$ cat config.mk
export PLATFORM = sky130hd
export DESIGN_NAME = lec_top
export DESIGN_NICKNAME = d
export VERILOG_FILES = /design/src/hdl/lec_pkg.sv /design/src/hdl/lec_if.sv /design/src/hdl/lec_top.sv /design/src/hdl/lec_line_decoder.sv /design/src/hdl/lec_counter_bank.sv
export VERILOG_INCLUDE_DIRS = /design/src /design/src/hdl
export SDC_FILE = /design/constraint.sdc
export NUM_CORES = 1
export LEC_CHECK = 0
export BUFFER_PORTS_ARGS = -buffer_cell sky130_fd_sc_hd__buf_2
export CORE_MARGIN = 2
export CORE_UTILIZATION = 55
export DETAILED_ROUTE_END_ITERATION = 12
export PLACE_DENSITY = 0.75
export RECOVER_POWER = 100
export SETUP_SLACK_MARGIN = 0.02
export SLEW_MARGIN = 5
export SYNTH_ARGS = -nofsm -noshare
export SYNTH_HDL_FRONTEND = slang
export SYNTH_SLANG_ARGS = --single-unit
$ cat constraint.sdc
create_clock -name sys_clk_i -period 3.45 [get_ports sys_clk_i]
set_input_delay 0.69 -clock sys_clk_i [delete_from_list [all_inputs] [get_ports sys_clk_i]]
set_output_delay 0.69 -clock sys_clk_i [all_outputs]
set_load 0.02 [all_outputs]
$ cat src/hdl/lec_params.svh
`ifndef LEC_PARAMS_SVH
`define LEC_PARAMS_SVH

// register indices (byte address = 4 * index)
`define LEC_IDX_CFG        8'h41
`define LEC_IDX_LINE_HI    8'h42
`define LEC_IDX_LINE_LO    8'h43
`define LEC_IDX_PATH_HI    8'h44
`define LEC_IDX_PATH_LO    8'h45
`define LEC_IDX_SYNC_HI    8'h46
`define LEC_IDX_SYNC_LO    8'h47
`define LEC_IDX_STATUS     8'h50
`define LEC_IDX_FEBE_HI    8'h51
`define LEC_IDX_FEBE_LO    8'h52

// config fields
`define LEC_CFG_RESET      8'h00
`define LEC_CFG_WMASK      8'h7F
`define LEC_BIT_T1_ZERO    0
`define LEC_BIT_SYNC_FN    1
`define LEC_BIT_FS_REPORT  2
`define LEC_BIT_E1_VTYPE   3
`define LEC_BIT_ACC_MODE   4
`define LEC_BIT_INTERVAL   5
`define LEC_BIT_MANUAL     6

// status fields
`define LEC_BIT_ST_UPDATE  0
`define LEC_BIT_ST_SYNC    1

// timing in receive frames
`define LEC_FRAMES_SECOND  8000
`define LEC_FRAMES_T1_SHORT 333
`define LEC_FRAMES_E1_SHORT 500

// excessive-zero run lengths
`define LEC_EXZ_PLAIN      16
`define LEC_EXZ_B8ZS       8

`define LEC_CNT_WIDTH      16
`define LEC_NUM_CNT        4

`endif

$ cat src/hdl/lec_pkg.sv
package lec_pkg;
  typedef enum logic [1:0] {
    LEC_SYM_ZERO = 2'b00,
    LEC_SYM_POS  = 2'b01,
    LEC_SYM_NEG  = 2'b10
  } lec_sym_t;

  typedef enum logic [1:0] {
    LEC_RESP_OKAY   = 2'b00,
    LEC_RESP_SLVERR = 2'b10
  } lec_resp_t;

  typedef enum logic [1:0] {
    LEC_CNT_LINE = 2'b00,
    LEC_CNT_PATH = 2'b01,
    LEC_CNT_SYNC = 2'b10,
    LEC_CNT_FEBE = 2'b11
  } lec_cnt_sel_t;
endpackage

$ cat src/hdl/lec_if.sv
interface lec_line_if;
  logic       sample;
  logic       rpos;
  logic       rneg;
  logic       t1_mode;
  logic       b8zs_en;
  logic       hdb3_en;
  logic       zero_count_en;
  logic       cv_mode;
  logic       line_evt;
  modport ctl (output sample, rpos, rneg, t1_mode, b8zs_en, hdb3_en, zero_count_en, cv_mode, input line_evt);
  modport dec (input sample, rpos, rneg, t1_mode, b8zs_en, hdb3_en, zero_count_en, cv_mode, output line_evt);
endinterface

interface lec_cnt_if #(parameter int N = 4, parameter int W = 16);
  logic [N-1:0]   inc;
  logic           snap;
  logic [N*W-1:0] held;
  modport ctl (output inc, snap, input held);
  modport cnt (input inc, snap, output held);
endinterface

$ cat src/hdl/lec_top.sv
// Behaviour
// - four counters: line code, path, out-of-sync and far-end errors
// - updates on one second, short interval, or manual command
// - counters saturate at maximum, never wrap
// - automatic update raises update strobe and sticky update flag
// - config bit0 adds excessive zeros to T1 line counting
// - config bit1: framing-bit errors or multiframes out of sync
// - config bit2 adds signaling framing-bit errors to path count
// - config bit3: E1 bipolar violations or code violations
// - config bit4 picks interval bit or manual bit as update control
// - config bit5: one second, or 333 T1 / 500 E1 frames
// - manual bit rising edge loads held counts and clears counters next clock
// - T1 counts bipolar violations, not valid B8ZS codewords
// - T1 line counter runs during sync loss
// - excessive zeros: 16 zeros, or 8 with B8ZS
// - E1 bipolar violation: equal-polarity marks, HDB3 codewords excluded
// - E1 code violation: two successive violations of equal polarity
// - E1 line counter ignores sync loss, holds at 65,535
// - line count readable as upper and lower byte registers
// - T1 path counts CRC6 or Ft errors, disabled during sync loss
//
// Design decision made here: the AXI4-Lite interface to the registers.
`include "lec_params.svh"

module lec_top #(
  parameter int FRAMES_SECOND   = `LEC_FRAMES_SECOND,
  parameter int FRAMES_T1_SHORT = `LEC_FRAMES_T1_SHORT,
  parameter int FRAMES_E1_SHORT = `LEC_FRAMES_E1_SHORT
) (
  input  wire logic              sys_clk_i,
  input  wire logic              rst_i,
  input  wire logic [9:0]        s_axi_awaddr_i,
  input  wire logic              s_axi_awvalid_i,
  output logic                   s_axi_awready_o,
  input  wire logic [31:0]       s_axi_wdata_i,
  input  wire logic [3:0]        s_axi_wstrb_i,
  input  wire logic              s_axi_wvalid_i,
  output logic                   s_axi_wready_o,
  output logic [1:0]             s_axi_bresp_o,
  output logic                   s_axi_bvalid_o,
  input  wire logic              s_axi_bready_i,
  input  wire logic [9:0]        s_axi_araddr_i,
  input  wire logic              s_axi_arvalid_i,
  output logic                   s_axi_arready_o,
  output logic [31:0]            s_axi_rdata_o,
  output logic [1:0]             s_axi_rresp_o,
  output logic                   s_axi_rvalid_o,
  input  wire logic              s_axi_rready_i,
  input  wire logic              rclk_i,
  input  wire logic              rpos_i,
  input  wire logic              rneg_i,
  input  wire logic              t1_mode_i,
  input  wire logic              esf_mode_i,
  input  wire logic              b8zs_en_i,
  input  wire logic              hdb3_en_i,
  input  wire logic              receive_sync_lost_i,
  input  wire logic              frame_tick_i,
  input  wire logic              multiframe_tick_i,
  input  wire logic              crc_err_i,
  input  wire logic              ft_err_i,
  input  wire logic              fs_err_i,
  input  wire logic              fps_err_i,
  input  wire logic              fas_err_i,
  input  wire logic              far_end_err_i,
  output logic                   update_strobe_o
);
  import lec_pkg::*;

  localparam int NS = 17;
  localparam int W  = `LEC_CNT_WIDTH;

  lec_line_if                       lif ();
  lec_cnt_if #(.N(`LEC_NUM_CNT), .W(W)) cif ();

  logic [NS-1:0] raw;
  logic [NS-1:0] sync1_q;
  logic [NS-1:0] sync2_q;
  logic          rclk_d_q;
  logic          redge;
  logic [7:0]    cfg_q;
  logic          manual_q;
  logic          upd_flag_q;
  logic [12:0]   frame_cnt_q;
  logic [12:0]   frame_lim;
  logic          auto_hit;
  logic          man_hit;
  logic          snap;
  logic          s_rclk, s_pos, s_neg, s_t1, s_esf, s_b8zs, s_hdb3, s_lost;
  logic          s_frm, s_mf, s_crc, s_ft, s_fs, s_fps, s_fas, s_febe;
  logic          path_evt, sync_evt, febe_evt;

  assign raw = {rclk_i, rpos_i, rneg_i, t1_mode_i, esf_mode_i, b8zs_en_i, hdb3_en_i, receive_sync_lost_i,
                frame_tick_i, multiframe_tick_i, crc_err_i, ft_err_i, fs_err_i, fps_err_i, fas_err_i,
                far_end_err_i, 1'b0};
  assign {s_rclk, s_pos, s_neg, s_t1, s_esf, s_b8zs, s_hdb3, s_lost,
          s_frm, s_mf, s_crc, s_ft, s_fs, s_fps, s_fas, s_febe} = sync2_q[NS-1:1];

  // two-stage synchronisers for every line-side input pin; the AXI inputs are not synchronised
  for (genvar g = 0; g < NS; g++) begin : g_sync
    always_ff @(posedge sys_clk_i) begin
      if (rst_i) begin
        sync1_q[g] <= 1'b0;
        sync2_q[g] <= 1'b0;
      end else begin
        sync1_q[g] <= raw[g];
        sync2_q[g] <= sync1_q[g];
      end
    end
  end

  always_ff @(posedge sys_clk_i) begin
    if (rst_i) begin
      rclk_d_q <= 1'b0;
    end else begin
      rclk_d_q <= s_rclk;
    end
  end

  assign redge = s_rclk && !rclk_d_q;

  assign lif.sample        = redge;
  assign lif.rpos          = s_pos;
  assign lif.rneg          = s_neg;
  assign lif.t1_mode       = s_t1;
  assign lif.b8zs_en       = s_b8zs;
  assign lif.hdb3_en       = s_hdb3;
  assign lif.zero_count_en = cfg_q[`LEC_BIT_T1_ZERO];
  assign lif.cv_mode       = cfg_q[`LEC_BIT_E1_VTYPE];

  lec_line_decoder u_dec (
    .sys_clk_i (sys_clk_i),
    .rst_i     (rst_i),
    .lif       (lif)
  );

  always_comb begin
    if (s_t1) begin
      path_evt = s_esf ? s_crc : (s_ft || (cfg_q[`LEC_BIT_FS_REPORT] && s_fs));
      if (cfg_q[`LEC_BIT_SYNC_FN]) begin
        sync_evt = s_mf && s_lost;
      end else begin
        sync_evt = (s_esf ? s_fps : s_ft) && !s_lost;
      end
    end else begin
      path_evt = s_crc;
      sync_evt = s_fas && !s_lost;
    end
    path_evt = redge && path_evt && !s_lost;
    sync_evt = redge && sync_evt;
    febe_evt = redge && s_febe && !s_lost;
  end

  assign cif.inc = {febe_evt, sync_evt, path_evt, lif.line_evt};

  lec_counter_bank #(.N(`LEC_NUM_CNT), .W(W)) u_bank (
    .sys_clk_i (sys_clk_i),
    .rst_i     (rst_i),
    .cif       (cif)
  );

  // update timing
  always_comb begin
    if (!cfg_q[`LEC_BIT_INTERVAL]) begin
      frame_lim = 13'(FRAMES_SECOND);
    end else if (s_t1) begin
      frame_lim = 13'(FRAMES_T1_SHORT);
    end else begin
      frame_lim = 13'(FRAMES_E1_SHORT);
    end
  end

  assign auto_hit = !cfg_q[`LEC_BIT_ACC_MODE] && redge && s_frm && (frame_cnt_q + 13'h0001 >= frame_lim);
  assign man_hit  = cfg_q[`LEC_BIT_ACC_MODE] && cfg_q[`LEC_BIT_MANUAL] && !manual_q;
  assign snap     = auto_hit || man_hit;
  assign cif.snap = snap;

  always_ff @(posedge sys_clk_i) begin
    if (rst_i) begin
      frame_cnt_q <= 13'h0000;
    end else if (cfg_q[`LEC_BIT_ACC_MODE] || auto_hit) begin
      frame_cnt_q <= 13'h0000;
    end else if (redge && s_frm) begin
      frame_cnt_q <= frame_cnt_q + 13'h0001;
    end
  end

  always_ff @(posedge sys_clk_i) begin
    if (rst_i) begin
      manual_q <= 1'b0;
    end else begin
      manual_q <= cfg_q[`LEC_BIT_MANUAL];
    end
  end

  always_ff @(posedge sys_clk_i) begin
    if (rst_i) begin
      update_strobe_o <= 1'b0;
    end else begin
      update_strobe_o <= auto_hit;
    end
  end

  // axi4-lite write channel
  logic        aw_held_q;
  logic        w_held_q;
  logic [7:0]  aw_idx_q;
  logic [7:0]  wdata_q;
  logic        wstrb0_q;
  logic        wr_go;
  logic        aw_ok;

  assign s_axi_awready_o = !aw_held_q && !s_axi_bvalid_o;
  assign s_axi_wready_o  = !w_held_q && !s_axi_bvalid_o;
  assign wr_go           = aw_held_q && w_held_q && !s_axi_bvalid_o;
  assign aw_ok           = (aw_idx_q == `LEC_IDX_CFG) || (aw_idx_q == `LEC_IDX_STATUS);

  always_ff @(posedge sys_clk_i) begin
    if (rst_i) begin
      aw_held_q <= 1'b0;
      w_held_q  <= 1'b0;
      aw_idx_q  <= 8'h00;
      wdata_q   <= 8'h00;
      wstrb0_q  <= 1'b0;
    end else begin
      if (s_axi_awvalid_i && s_axi_awready_o) begin
        aw_held_q <= 1'b1;
        aw_idx_q  <= s_axi_awaddr_i[9:2];
      end
      if (s_axi_wvalid_i && s_axi_wready_o) begin
        w_held_q <= 1'b1;
        wdata_q  <= s_axi_wdata_i[7:0];
        wstrb0_q <= s_axi_wstrb_i[0];
      end
      if (wr_go) begin
        aw_held_q <= 1'b0;
        w_held_q  <= 1'b0;
      end
    end
  end

  always_ff @(posedge sys_clk_i) begin
    if (rst_i) begin
      s_axi_bvalid_o <= 1'b0;
      s_axi_bresp_o  <= LEC_RESP_OKAY;
    end else if (wr_go) begin
      s_axi_bvalid_o <= 1'b1;
      s_axi_bresp_o  <= aw_ok ? LEC_RESP_OKAY : LEC_RESP_SLVERR;
    end else if (s_axi_bready_i) begin
      s_axi_bvalid_o <= 1'b0;
    end
  end

  always_ff @(posedge sys_clk_i) begin
    if (rst_i) begin
      cfg_q <= `LEC_CFG_RESET;
    end else if (wr_go && wstrb0_q && (aw_idx_q == `LEC_IDX_CFG)) begin
      cfg_q <= wdata_q & `LEC_CFG_WMASK;
    end
  end

  // update flag: set wins over write-one clear
  always_ff @(posedge sys_clk_i) begin
    if (rst_i) begin
      upd_flag_q <= 1'b0;
    end else if (snap) begin
      upd_flag_q <= 1'b1;
    end else if (wr_go && wstrb0_q && (aw_idx_q == `LEC_IDX_STATUS) && wdata_q[`LEC_BIT_ST_UPDATE]) begin
      upd_flag_q <= 1'b0;
    end
  end

  // axi4-lite read channel
  logic [7:0] rd_byte;
  logic       rd_ok;
  logic [7:0] ar_idx;

  assign s_axi_arready_o = !s_axi_rvalid_o;
  assign ar_idx          = s_axi_araddr_i[9:2];

  always_comb begin
    rd_ok = 1'b1;
    case (ar_idx)
      `LEC_IDX_CFG:     rd_byte = cfg_q;
      `LEC_IDX_LINE_HI: rd_byte = cif.held[15:8];
      `LEC_IDX_LINE_LO: rd_byte = cif.held[7:0];
      `LEC_IDX_PATH_HI: rd_byte = cif.held[31:24];
      `LEC_IDX_PATH_LO: rd_byte = cif.held[23:16];
      `LEC_IDX_SYNC_HI: rd_byte = cif.held[47:40];
      `LEC_IDX_SYNC_LO: rd_byte = cif.held[39:32];
      `LEC_IDX_FEBE_HI: rd_byte = cif.held[63:56];
      `LEC_IDX_FEBE_LO: rd_byte = cif.held[55:48];
      `LEC_IDX_STATUS:  rd_byte = {6'h00, s_lost, upd_flag_q};
      default: begin
        rd_byte = 8'h00;
        rd_ok   = 1'b0;
      end
    endcase
  end

  always_ff @(posedge sys_clk_i) begin
    if (rst_i) begin
      s_axi_rvalid_o <= 1'b0;
      s_axi_rdata_o  <= 32'h00000000;
      s_axi_rresp_o  <= LEC_RESP_OKAY;
    end else if (s_axi_arvalid_i && s_axi_arready_o) begin
      s_axi_rvalid_o <= 1'b1;
      s_axi_rdata_o  <= {24'h000000, rd_byte};
      s_axi_rresp_o  <= rd_ok ? LEC_RESP_OKAY : LEC_RESP_SLVERR;
    end else if (s_axi_rready_i) begin
      s_axi_rvalid_o <= 1'b0;
    end
  end
endmodule

$ cat src/hdl/lec_line_decoder.sv
`include "lec_params.svh"

module lec_line_decoder (
  input  wire logic sys_clk_i,
  input  wire logic rst_i,
  lec_line_if.dec   lif
);
  import lec_pkg::*;

  lec_sym_t   sym;
  lec_sym_t   last_mark_q;
  lec_sym_t   last_bpv_q;
  lec_sym_t   hist_q [0:7];
  logic [7:0] pend_q;
  logic [4:0] zrun_q;
  logic       bpv;
  logic       b8zs_hit;
  logic       hdb3_hit;
  logic       exz_hit;
  logic       cv_hit;
  logic [4:0] exz_len;

  always_comb begin
    sym = lif.rpos ? LEC_SYM_POS : (lif.rneg ? LEC_SYM_NEG : LEC_SYM_ZERO);
    if (lif.rpos && lif.rneg) begin
      sym = LEC_SYM_ZERO;
    end
    bpv     = (sym != LEC_SYM_ZERO) && (sym == last_mark_q);
    exz_len = lif.b8zs_en ? 5'(`LEC_EXZ_B8ZS) : 5'(`LEC_EXZ_PLAIN);
    exz_hit = lif.t1_mode && lif.zero_count_en && (sym == LEC_SYM_ZERO) && (zrun_q + 5'h01 == exz_len);
    // 000VB0VB completes with the newest symbol
    b8zs_hit = lif.t1_mode && lif.b8zs_en && (sym != LEC_SYM_ZERO) && (hist_q[0] != LEC_SYM_ZERO)
               && (hist_q[0] != sym) && (hist_q[1] == LEC_SYM_ZERO) && (hist_q[2] == hist_q[0])
               && (hist_q[3] != hist_q[2]) && (hist_q[3] != LEC_SYM_ZERO) && (hist_q[4] == LEC_SYM_ZERO)
               && (hist_q[5] == LEC_SYM_ZERO) && (hist_q[6] == LEC_SYM_ZERO);
    // 000V or B00V with V the newest symbol
    hdb3_hit = !lif.t1_mode && lif.hdb3_en && !lif.cv_mode && bpv
               && (hist_q[0] == LEC_SYM_ZERO) && (hist_q[1] == LEC_SYM_ZERO);
    cv_hit   = !lif.t1_mode && lif.cv_mode && bpv && (sym == last_bpv_q);
  end

  // violation flags wait eight symbols so a codeword can withdraw them
  always_ff @(posedge sys_clk_i) begin
    if (rst_i) begin
      pend_q <= 8'h00;
    end else if (lif.sample) begin
      pend_q <= {pend_q[6:0], (bpv && !hdb3_hit && (lif.t1_mode || !lif.cv_mode)) || exz_hit || cv_hit};
      if (b8zs_hit) begin
        pend_q[1] <= 1'b0;
        pend_q[4] <= 1'b0;
      end
    end
  end

  always_ff @(posedge sys_clk_i) begin
    if (rst_i) begin
      for (int i = 0; i < 8; i++) begin
        hist_q[i] <= LEC_SYM_ZERO;
      end
      last_mark_q <= LEC_SYM_ZERO;
      last_bpv_q  <= LEC_SYM_ZERO;
      zrun_q      <= 5'h00;
    end else if (lif.sample) begin
      hist_q[0] <= sym;
      for (int i = 1; i < 8; i++) begin
        hist_q[i] <= hist_q[i-1];
      end
      if (sym != LEC_SYM_ZERO) begin
        last_mark_q <= sym;
        zrun_q      <= 5'h00;
      end else if (zrun_q != 5'h1F) begin
        zrun_q <= zrun_q + 5'h01;
      end
      if (bpv) begin
        last_bpv_q <= sym;
      end
    end
  end

  // no sync gating: line errors count at all times
  always_ff @(posedge sys_clk_i) begin
    if (rst_i) begin
      lif.line_evt <= 1'b0;
    end else begin
      lif.line_evt <= lif.sample && pend_q[7];
    end
  end
endmodule

$ cat src/hdl/lec_counter_bank.sv
`include "lec_params.svh"

module lec_counter_bank #(
  parameter int N = `LEC_NUM_CNT,
  parameter int W = `LEC_CNT_WIDTH
) (
  input  wire logic sys_clk_i,
  input  wire logic rst_i,
  lec_cnt_if.cnt    cif
);
  import lec_pkg::*;

  for (genvar g = 0; g < N; g++) begin : g_cnt
    logic [W-1:0] run_q;
    logic [W-1:0] held_q;
    logic [W-1:0] run_next;

    always_comb begin
      run_next = run_q;
      if (cif.inc[g] && (run_q != {W{1'b1}})) begin
        run_next = run_q + W'(1);
      end
    end

    always_ff @(posedge sys_clk_i) begin
      if (rst_i) begin
        run_q  <= '0;
        held_q <= '0;
      end else if (cif.snap) begin
        held_q <= run_next;
        run_q  <= '0;
      end else begin
        run_q <= run_next;
      end
    end

    assign cif.held[g*W +: W] = held_q;
  end
endmodule

* After elaboration in Yosys (flattened, before gate mapping)
Memory sizes are Yosys's and may differ from the RTL's.
Cells that the tools add are included.
** Operators by class
- Add/subtract/negate cells :: 6
- $lt $le $gt $ge :: 1
- Equal/unequal tests :: 23
- Bitwise operators :: 8
- Reduce and logical (&&, ||, !) cells :: 96
- Muxes and demuxes :: 42
** Operators by type and width (count)
- equality test 8 x 7 -> 1 bit, second input constant :: 12
- case mux 8 bit (10 select lines) :: 1
- adder 16 x 1 -> 16 bit, second input constant :: 4
- two-way mux 16 bit :: 4
- inequality test 16 bit, second input constant :: 4
- logical AND 1 bit :: 58
- two-way mux 2 bit :: 13
- two-way mux 1 bit :: 19
- two-way mux 5 bit :: 3
- nonzero test 2 bit :: 7
- adder 13 x 1 -> 13 bit, second input constant :: 1
- >= comparator 13 bit :: 1
- two-way mux 13 bit :: 1
- logical NOT 2 bit :: 6
- logical NOT 1 bit :: 11
- OR reduction 10 bit :: 1
- two-way mux 8 bit :: 1
- OR 1 bit :: 8
- logical OR 1 bit :: 7
- equality test 2 bit :: 3
- AND reduction 2 bit :: 3
- OR reduction 2 bit :: 3
- adder 5 x 1 -> 5 bit, second input constant :: 1
- equality test 5 bit :: 1
- other kinds (2) :: 3
** Word-level totals
- Logic and storage cells :: 238
- RAM bits :: 16
- Memories :: 1
- Input port bits :: 79
- Flip-flop bits (word level) :: 234
** Memories
- u_dec.hist_q :: depth 8, width 2, rd ports 7, clocked after memory_dff 0, write ports 8, RTL line lec_line_decoder.sv:13 : lec_sym_t hist_q [0:7];

* Depth between registers and ports, before layout
- Depth after elaboration :: 15
- Gate-level depth with buffers :: 15

* Cells and area by module
From an unflattened synthesis, not the netlist that was laid out.
** Second synthesis, totals
- Cells, all modules :: 1333
- Area, all modules :: 11713.7 µm²
** Modules (own cells, without submodules)
- lec_counter_bank :: cells an instance 707, area an instance 5958.2 µm², times used 1
- lec_top :: cells an instance 488, area an instance 4285.4 µm², times used 1
- lec_line_decoder :: cells an instance 138, area an instance 1470.2 µm², times used 1

* Worst setup path before layout
Ideal clock, no wire load.
- Path kind :: reg-to-reg
- Start point :: register frame_cnt_q[0]
- End point :: register u_bank.g_cnt[0].held_q[10]
- Clock period less this slack :: 3.158 ns
- Buffers on the path :: 3
- Required time :: 3.334 ns
- Stages on the path, launching flop included :: 16
- Data arrival time :: 3.042 ns
- Slack :: 0.292 ns
- Path through :: dfxtp_1 ha_1 nand3_2 or2_1 buf_2 nor2_1 xor2_1 ha_1 a21oi_1 a21bo_2 nand2_1 o21a_1 clkbuf_1 clkbuf_1 a211oi_1 a31o_2
** Between the ends
- Cells in the longest elaborated chain, start to end :: 4
** RTL lines
- start: declaration :: RTL line lec_top.sv:83 : logic [12:0] frame_cnt_q;
- start signal: assignment :: RTL line lec_top.sv:183 : frame_cnt_q <= frame_cnt_q + 13'h0001;
- adder 13 x 1 -> 13 bit :: RTL line lec_top.sv:172 : assign auto_hit = !cfg_q[`LEC_BIT_ACC_MODE] && redge && s_frm && (frame_cnt_q + 13'h0001 >= frame_lim);
- >= comparator 13 bit :: RTL line lec_top.sv:172
- logical AND 1 bit :: RTL line lec_top.sv:172
- logical OR 1 bit :: RTL line lec_top.sv:174 : assign snap = auto_hit || man_hit;
- end signal: assignment :: RTL line lec_counter_bank.sv:30 : held_q <= run_next;
- end: declaration :: RTL line lec_counter_bank.sv:15 : logic [W-1:0] held_q;
No other way between the ends.
A chain may end at the register's enable or synchronous reset.

* Worst setup path after layout
- Start point :: register frame_cnt_q[2]
- End point :: register u_bank.g_cnt[2].held_q[2]
** Between the ends
- Cells in the longest elaborated chain, start to end :: 4
** RTL lines (RTL line)
- adder 13 x 1 -> 13 bit :: lec_top.sv:172
- >= comparator 13 bit :: lec_top.sv:172
- logical AND 1 bit :: lec_top.sv:172
- logical OR 1 bit :: lec_top.sv:174
- end signal: assignment :: lec_counter_bank.sv:30
- end: declaration :: lec_counter_bank.sv:15
No other way between the ends.

==> results by group <==
Synthesis
  • Ys Warns: 0
  • Cell variety after synth: slightly below 80
  • Gate Count Post-Synth: about 1200
  • Post-synth top area share: approximately two fifths
  • Post-synth top cells: dfxtp_1, nor2_1, nand2_1, a21oi_1, nor3_1
  • Register area share after synthesis: a little under half
  • EDFF count, synth: 14
  • Post-synth ARST share: 0%
  • #FFs+latches synth: about 250
  • Syn avg cell area: roughly 9.1 um^2
  • Leading area contributor after synthesis: dfxtp_1
  • Most numerous cell in the Yosys netlist: dfxtp_1
  • Area of the mapped netlist: approximately 11000 um^2
  • Area contributors post-synth: dfxtp_1, nor2_1, edfxtp_1, nand2_1, a21oi_1
  • Top FF cell, synth: dfxtp_1

Clock network
  • Longest Clk Path Bufs: 3
  • Clock buffer count from CTS: 26
  • H-tree levels: 1
  • Post-cts hold buffer count: 0
  • TritonCTS clock tree: built
  • Worst-Skew Late Latency: between 500 and 600 ps
  • Reg clk slew, reported paths: 60 ps
  • Clk root buf: clkbuf_16
  • CTS Sinks: roughly 250

Power
  • Peak supply drop: about 0.00038 V
  • Cell Pwr Density: 495 nW/um^2
  • Static Leakage: roughly 4.7 nW

Timing
  • Final setup viols: 0
  • Fin. Hold Viols: 0
  • Min Tclk post-route: 3180 ps
  • Setup TNS: 0 ps
  • Worst rel slew slack: 2.36%
  • Fmax: between 300 and 400 MHz
  • Tcrit/Tclk final: 92.1%
  • Max-slew violation count: 0
  • Worst clock skew: approximately 16 ps
  • Worst hold margin: between 300 and 400 ps
  • Slew @ Worst Pin: between 1000 and 1500 ps
  • RSZ-0062 raised after global routing: false

Floorplanning
  • Num ports: 121
  • Die footprint: about 22000 um^2
  • # rows: 52
  • Core Box Area: 20100 um^2
  • Die H: 147 um
  • Die Wd: 147 um
  • Initial Utilization: a little under three fifths

Setup path
  • Critical path startpoint: frame_cnt_q[2]
  • Critical path data arrival time: around 3600 ps
  • Worst R2R Path Depth: 13
  • Worst reg2reg setup slack: 270 ps
  • RR Endpoint: u_bank.g_cnt[2].held_q[2]
  • Critical-path maximum fanout: 21
  • Type of destination of the critical path: flip-flop
  • CP Data Required Time: ~3900 ps
  • Critical R2R Launch: frame_cnt_q[2]
  • Crit Path Class: reg -> reg
  • Startpoint type of the worst setup path: flip-flop

Hold path
  • HP Class: in -> reg
  • Hold Path End: s_axi_rvalid_o
  • HP Start: s_axi_rready_i
  • Hold Path Stages: 2

Final layout
  • Share of layout cells above drive strength 1: 12.5%
  • Footprint of the multi-input gates: between 5000 and 6000 um^2
  • Diode count: 0
  • Area growth syn-to-layout: 12.6%
  • Filler cell count: 1661
  • Layout Nets: 1371
  • FF+latch area: between 5000 and 6000 um^2

GRT
  • Initial antenna violation count: 0
  • Number of global-route vias before repair: between 8000 and 9000
  • All-Layer GR Usage: 22.6%
  • Largest net degree at the start of global routing: 79
  • Global-route wire length before repair: approximately 41 mm
  • GR Overflow Total: 0

Routing
  • Vias/cell: around 5.7
  • DR pass1 iterations: 6
  • DR vias: 8874
  • Remaining routing DRC violations: 0
  • DRT antenna net count: 0
  • Routed WL: 24.5 mm
  • Post-detailed-route wirelength per cell: about 16 um
  • DRT iter0 DRCs: approximately 600

Placement
  • PortBufs: between 60 and 70
  • Post-DP HPWL: roughly 17 mm
  • GP Congestion: 0.837

Job
  • Max Cap Violations: 0

Run status
  • Status: complete, no violations
==> metrics by stage <==
step                      setup WS [ps]  util (%)  area [um^2]  instances  power, mW
after global routing               36.1      62.7        12600       1562       6.41
final                               273      62.7        12600       1562       6.24
after detailed placement            284      58.0        11700       1507       3.27
after CTS                           236      62.7        12600       1555       6.27
after global placement              322      58.0        11700       1507       3.27
after floorplan                     292         -        11300       1255       3.21
==> worst max path at each step <==
stage | end | slack, ps
CTS | u_bank.g_cnt[1].held_q[10] | 240
floorplan | u_bank.g_cnt[0].held_q[10] | 290
finish | u_bank.g_cnt[2].held_q[2] | 270
detailed placement | u_bank.g_cnt[0].held_q[12] | 280
global placement | u_bank.g_cnt[0].held_q[14] | 320
global route | u_bank.g_cnt[0].held_q[13] | 40
==> cells by family after synthesis <==
group / share of synthesized area [%]
buffers and inverters: 5.21
AOI/OAI and AO/OA: 15.2
other: 0.0335
muxes: 4.25
DFF: 45.3
adders and majority gates: 2.24
xor gates and xnor gates: 5.32
and+or+nand+nor: 22.5
==> cell type report <==
| cell class | instances | share of cell area (%) |
|---|---|---|
| clock buffers | 36 | 5.95 |
| clock inverters | 12 | 1.58 |
| inverters | 16 | 0.477 |
| multi-input cells | 890 | 44.6 |
| flip-flops and latches | 246 | 40.2 |
| well taps | 270 | 2.68 |
| repair buffers | 92 | 4.53 |
==> layer usage <==
| metal | track usage, % | vias to the layer above | part of all wire (%) |
|---|---|---|---|
| li1 | - | 4421 | - |
| met1 | 32.0 | 4187 | 46 |
| met2 | 36.3 | 231 | 46 |
| met3 | 2.94 | 35 | 5.1 |
| met4 | 6.84 | 0 | 2.2 |
| met5 | 0 | - | 0 |
==> power breakdown <==
group          switching [mW]  total [mW]  internal, mW
clock                    1.14        3.04          1.90
combinational           0.176       0.259        0.0828
sequential             0.0290        2.94          2.91
total                    1.34        6.24          4.89
==> placed cells by master, fill, tap and decap left out, types with 8 or more instances in the layout <==
master | synthesis | routed
a22oi_1 | 14 | 14
a31o_2 | 8 | 8
inv_1 | 15 | 15
and2_1 | 8 | 8
clkbuf_1 | 48 | 25
o21a_1 | 11 | 10
buf_4 | 27 | 17
nor3_1 | 52 | 52
nand4_1 | 36 | 36
nor3b_1 | 8 | 8
nor2_1 | 126 | 126
mux2_2 | 8 | 8
nand3b_1 | 8 | 8
a211oi_1 | 40 | 40
and3_1 | 25 | 25
o21ai_0 | 18 | 18
edfxtp_1 | 14 | 14
a21oi_1 | 68 | 68
buf_2 | 16 | 45
xor2_1 | 36 | 36
mux2i_1 | 25 | 25
ha_1 | 20 | 20
nand2_1 | 104 | 104
nor2b_1 | 45 | 45
conb_1 | 1 | 26
dfxtp_1 | 232 | 232
a22o_1 | 9 | 9
xnor2_1 | 32 | 32
nand3_1 | 38 | 39
clkbuf_16 | 0 | 27
nand2b_1 | 9 | 9
o31ai_1 | 12 | 15
nor4_1 | 10 | 10
o22ai_1 | 13 | 13
==> worst max-delay path, stage by stage (launching register included) <==
cell and delay, ps:
dfxtp_1 390, nand3_1 200, nor3_1 380, buf_4 190, nand3_1 110, xnor2_1 160
ha_1 280, nand4_1 90, nor4_1 220, a21o_1 210, o211a_4 240, buf_4 280
o22ai_1 150, a21oi_1 190
==> flip-flops by register name, summed over array words and instances, names as in the netlist, 8 cells and up <==
name,flops
aw_idx_q,8
frame_cnt_q,13
s_axi_rdata_o,8
sync1_q,16
u_bank.g_cnt.held_q,64
u_bank.g_cnt.run_q,64
u_dec.hist_q,14
u_dec.pend_q,8
==> what timing repair did <==
action,in CTS,in global routing
buffers inserted,0,7
setup endpoints to repair,0,47
resized for setup,0,1
(Power assumes the default switching activity.)
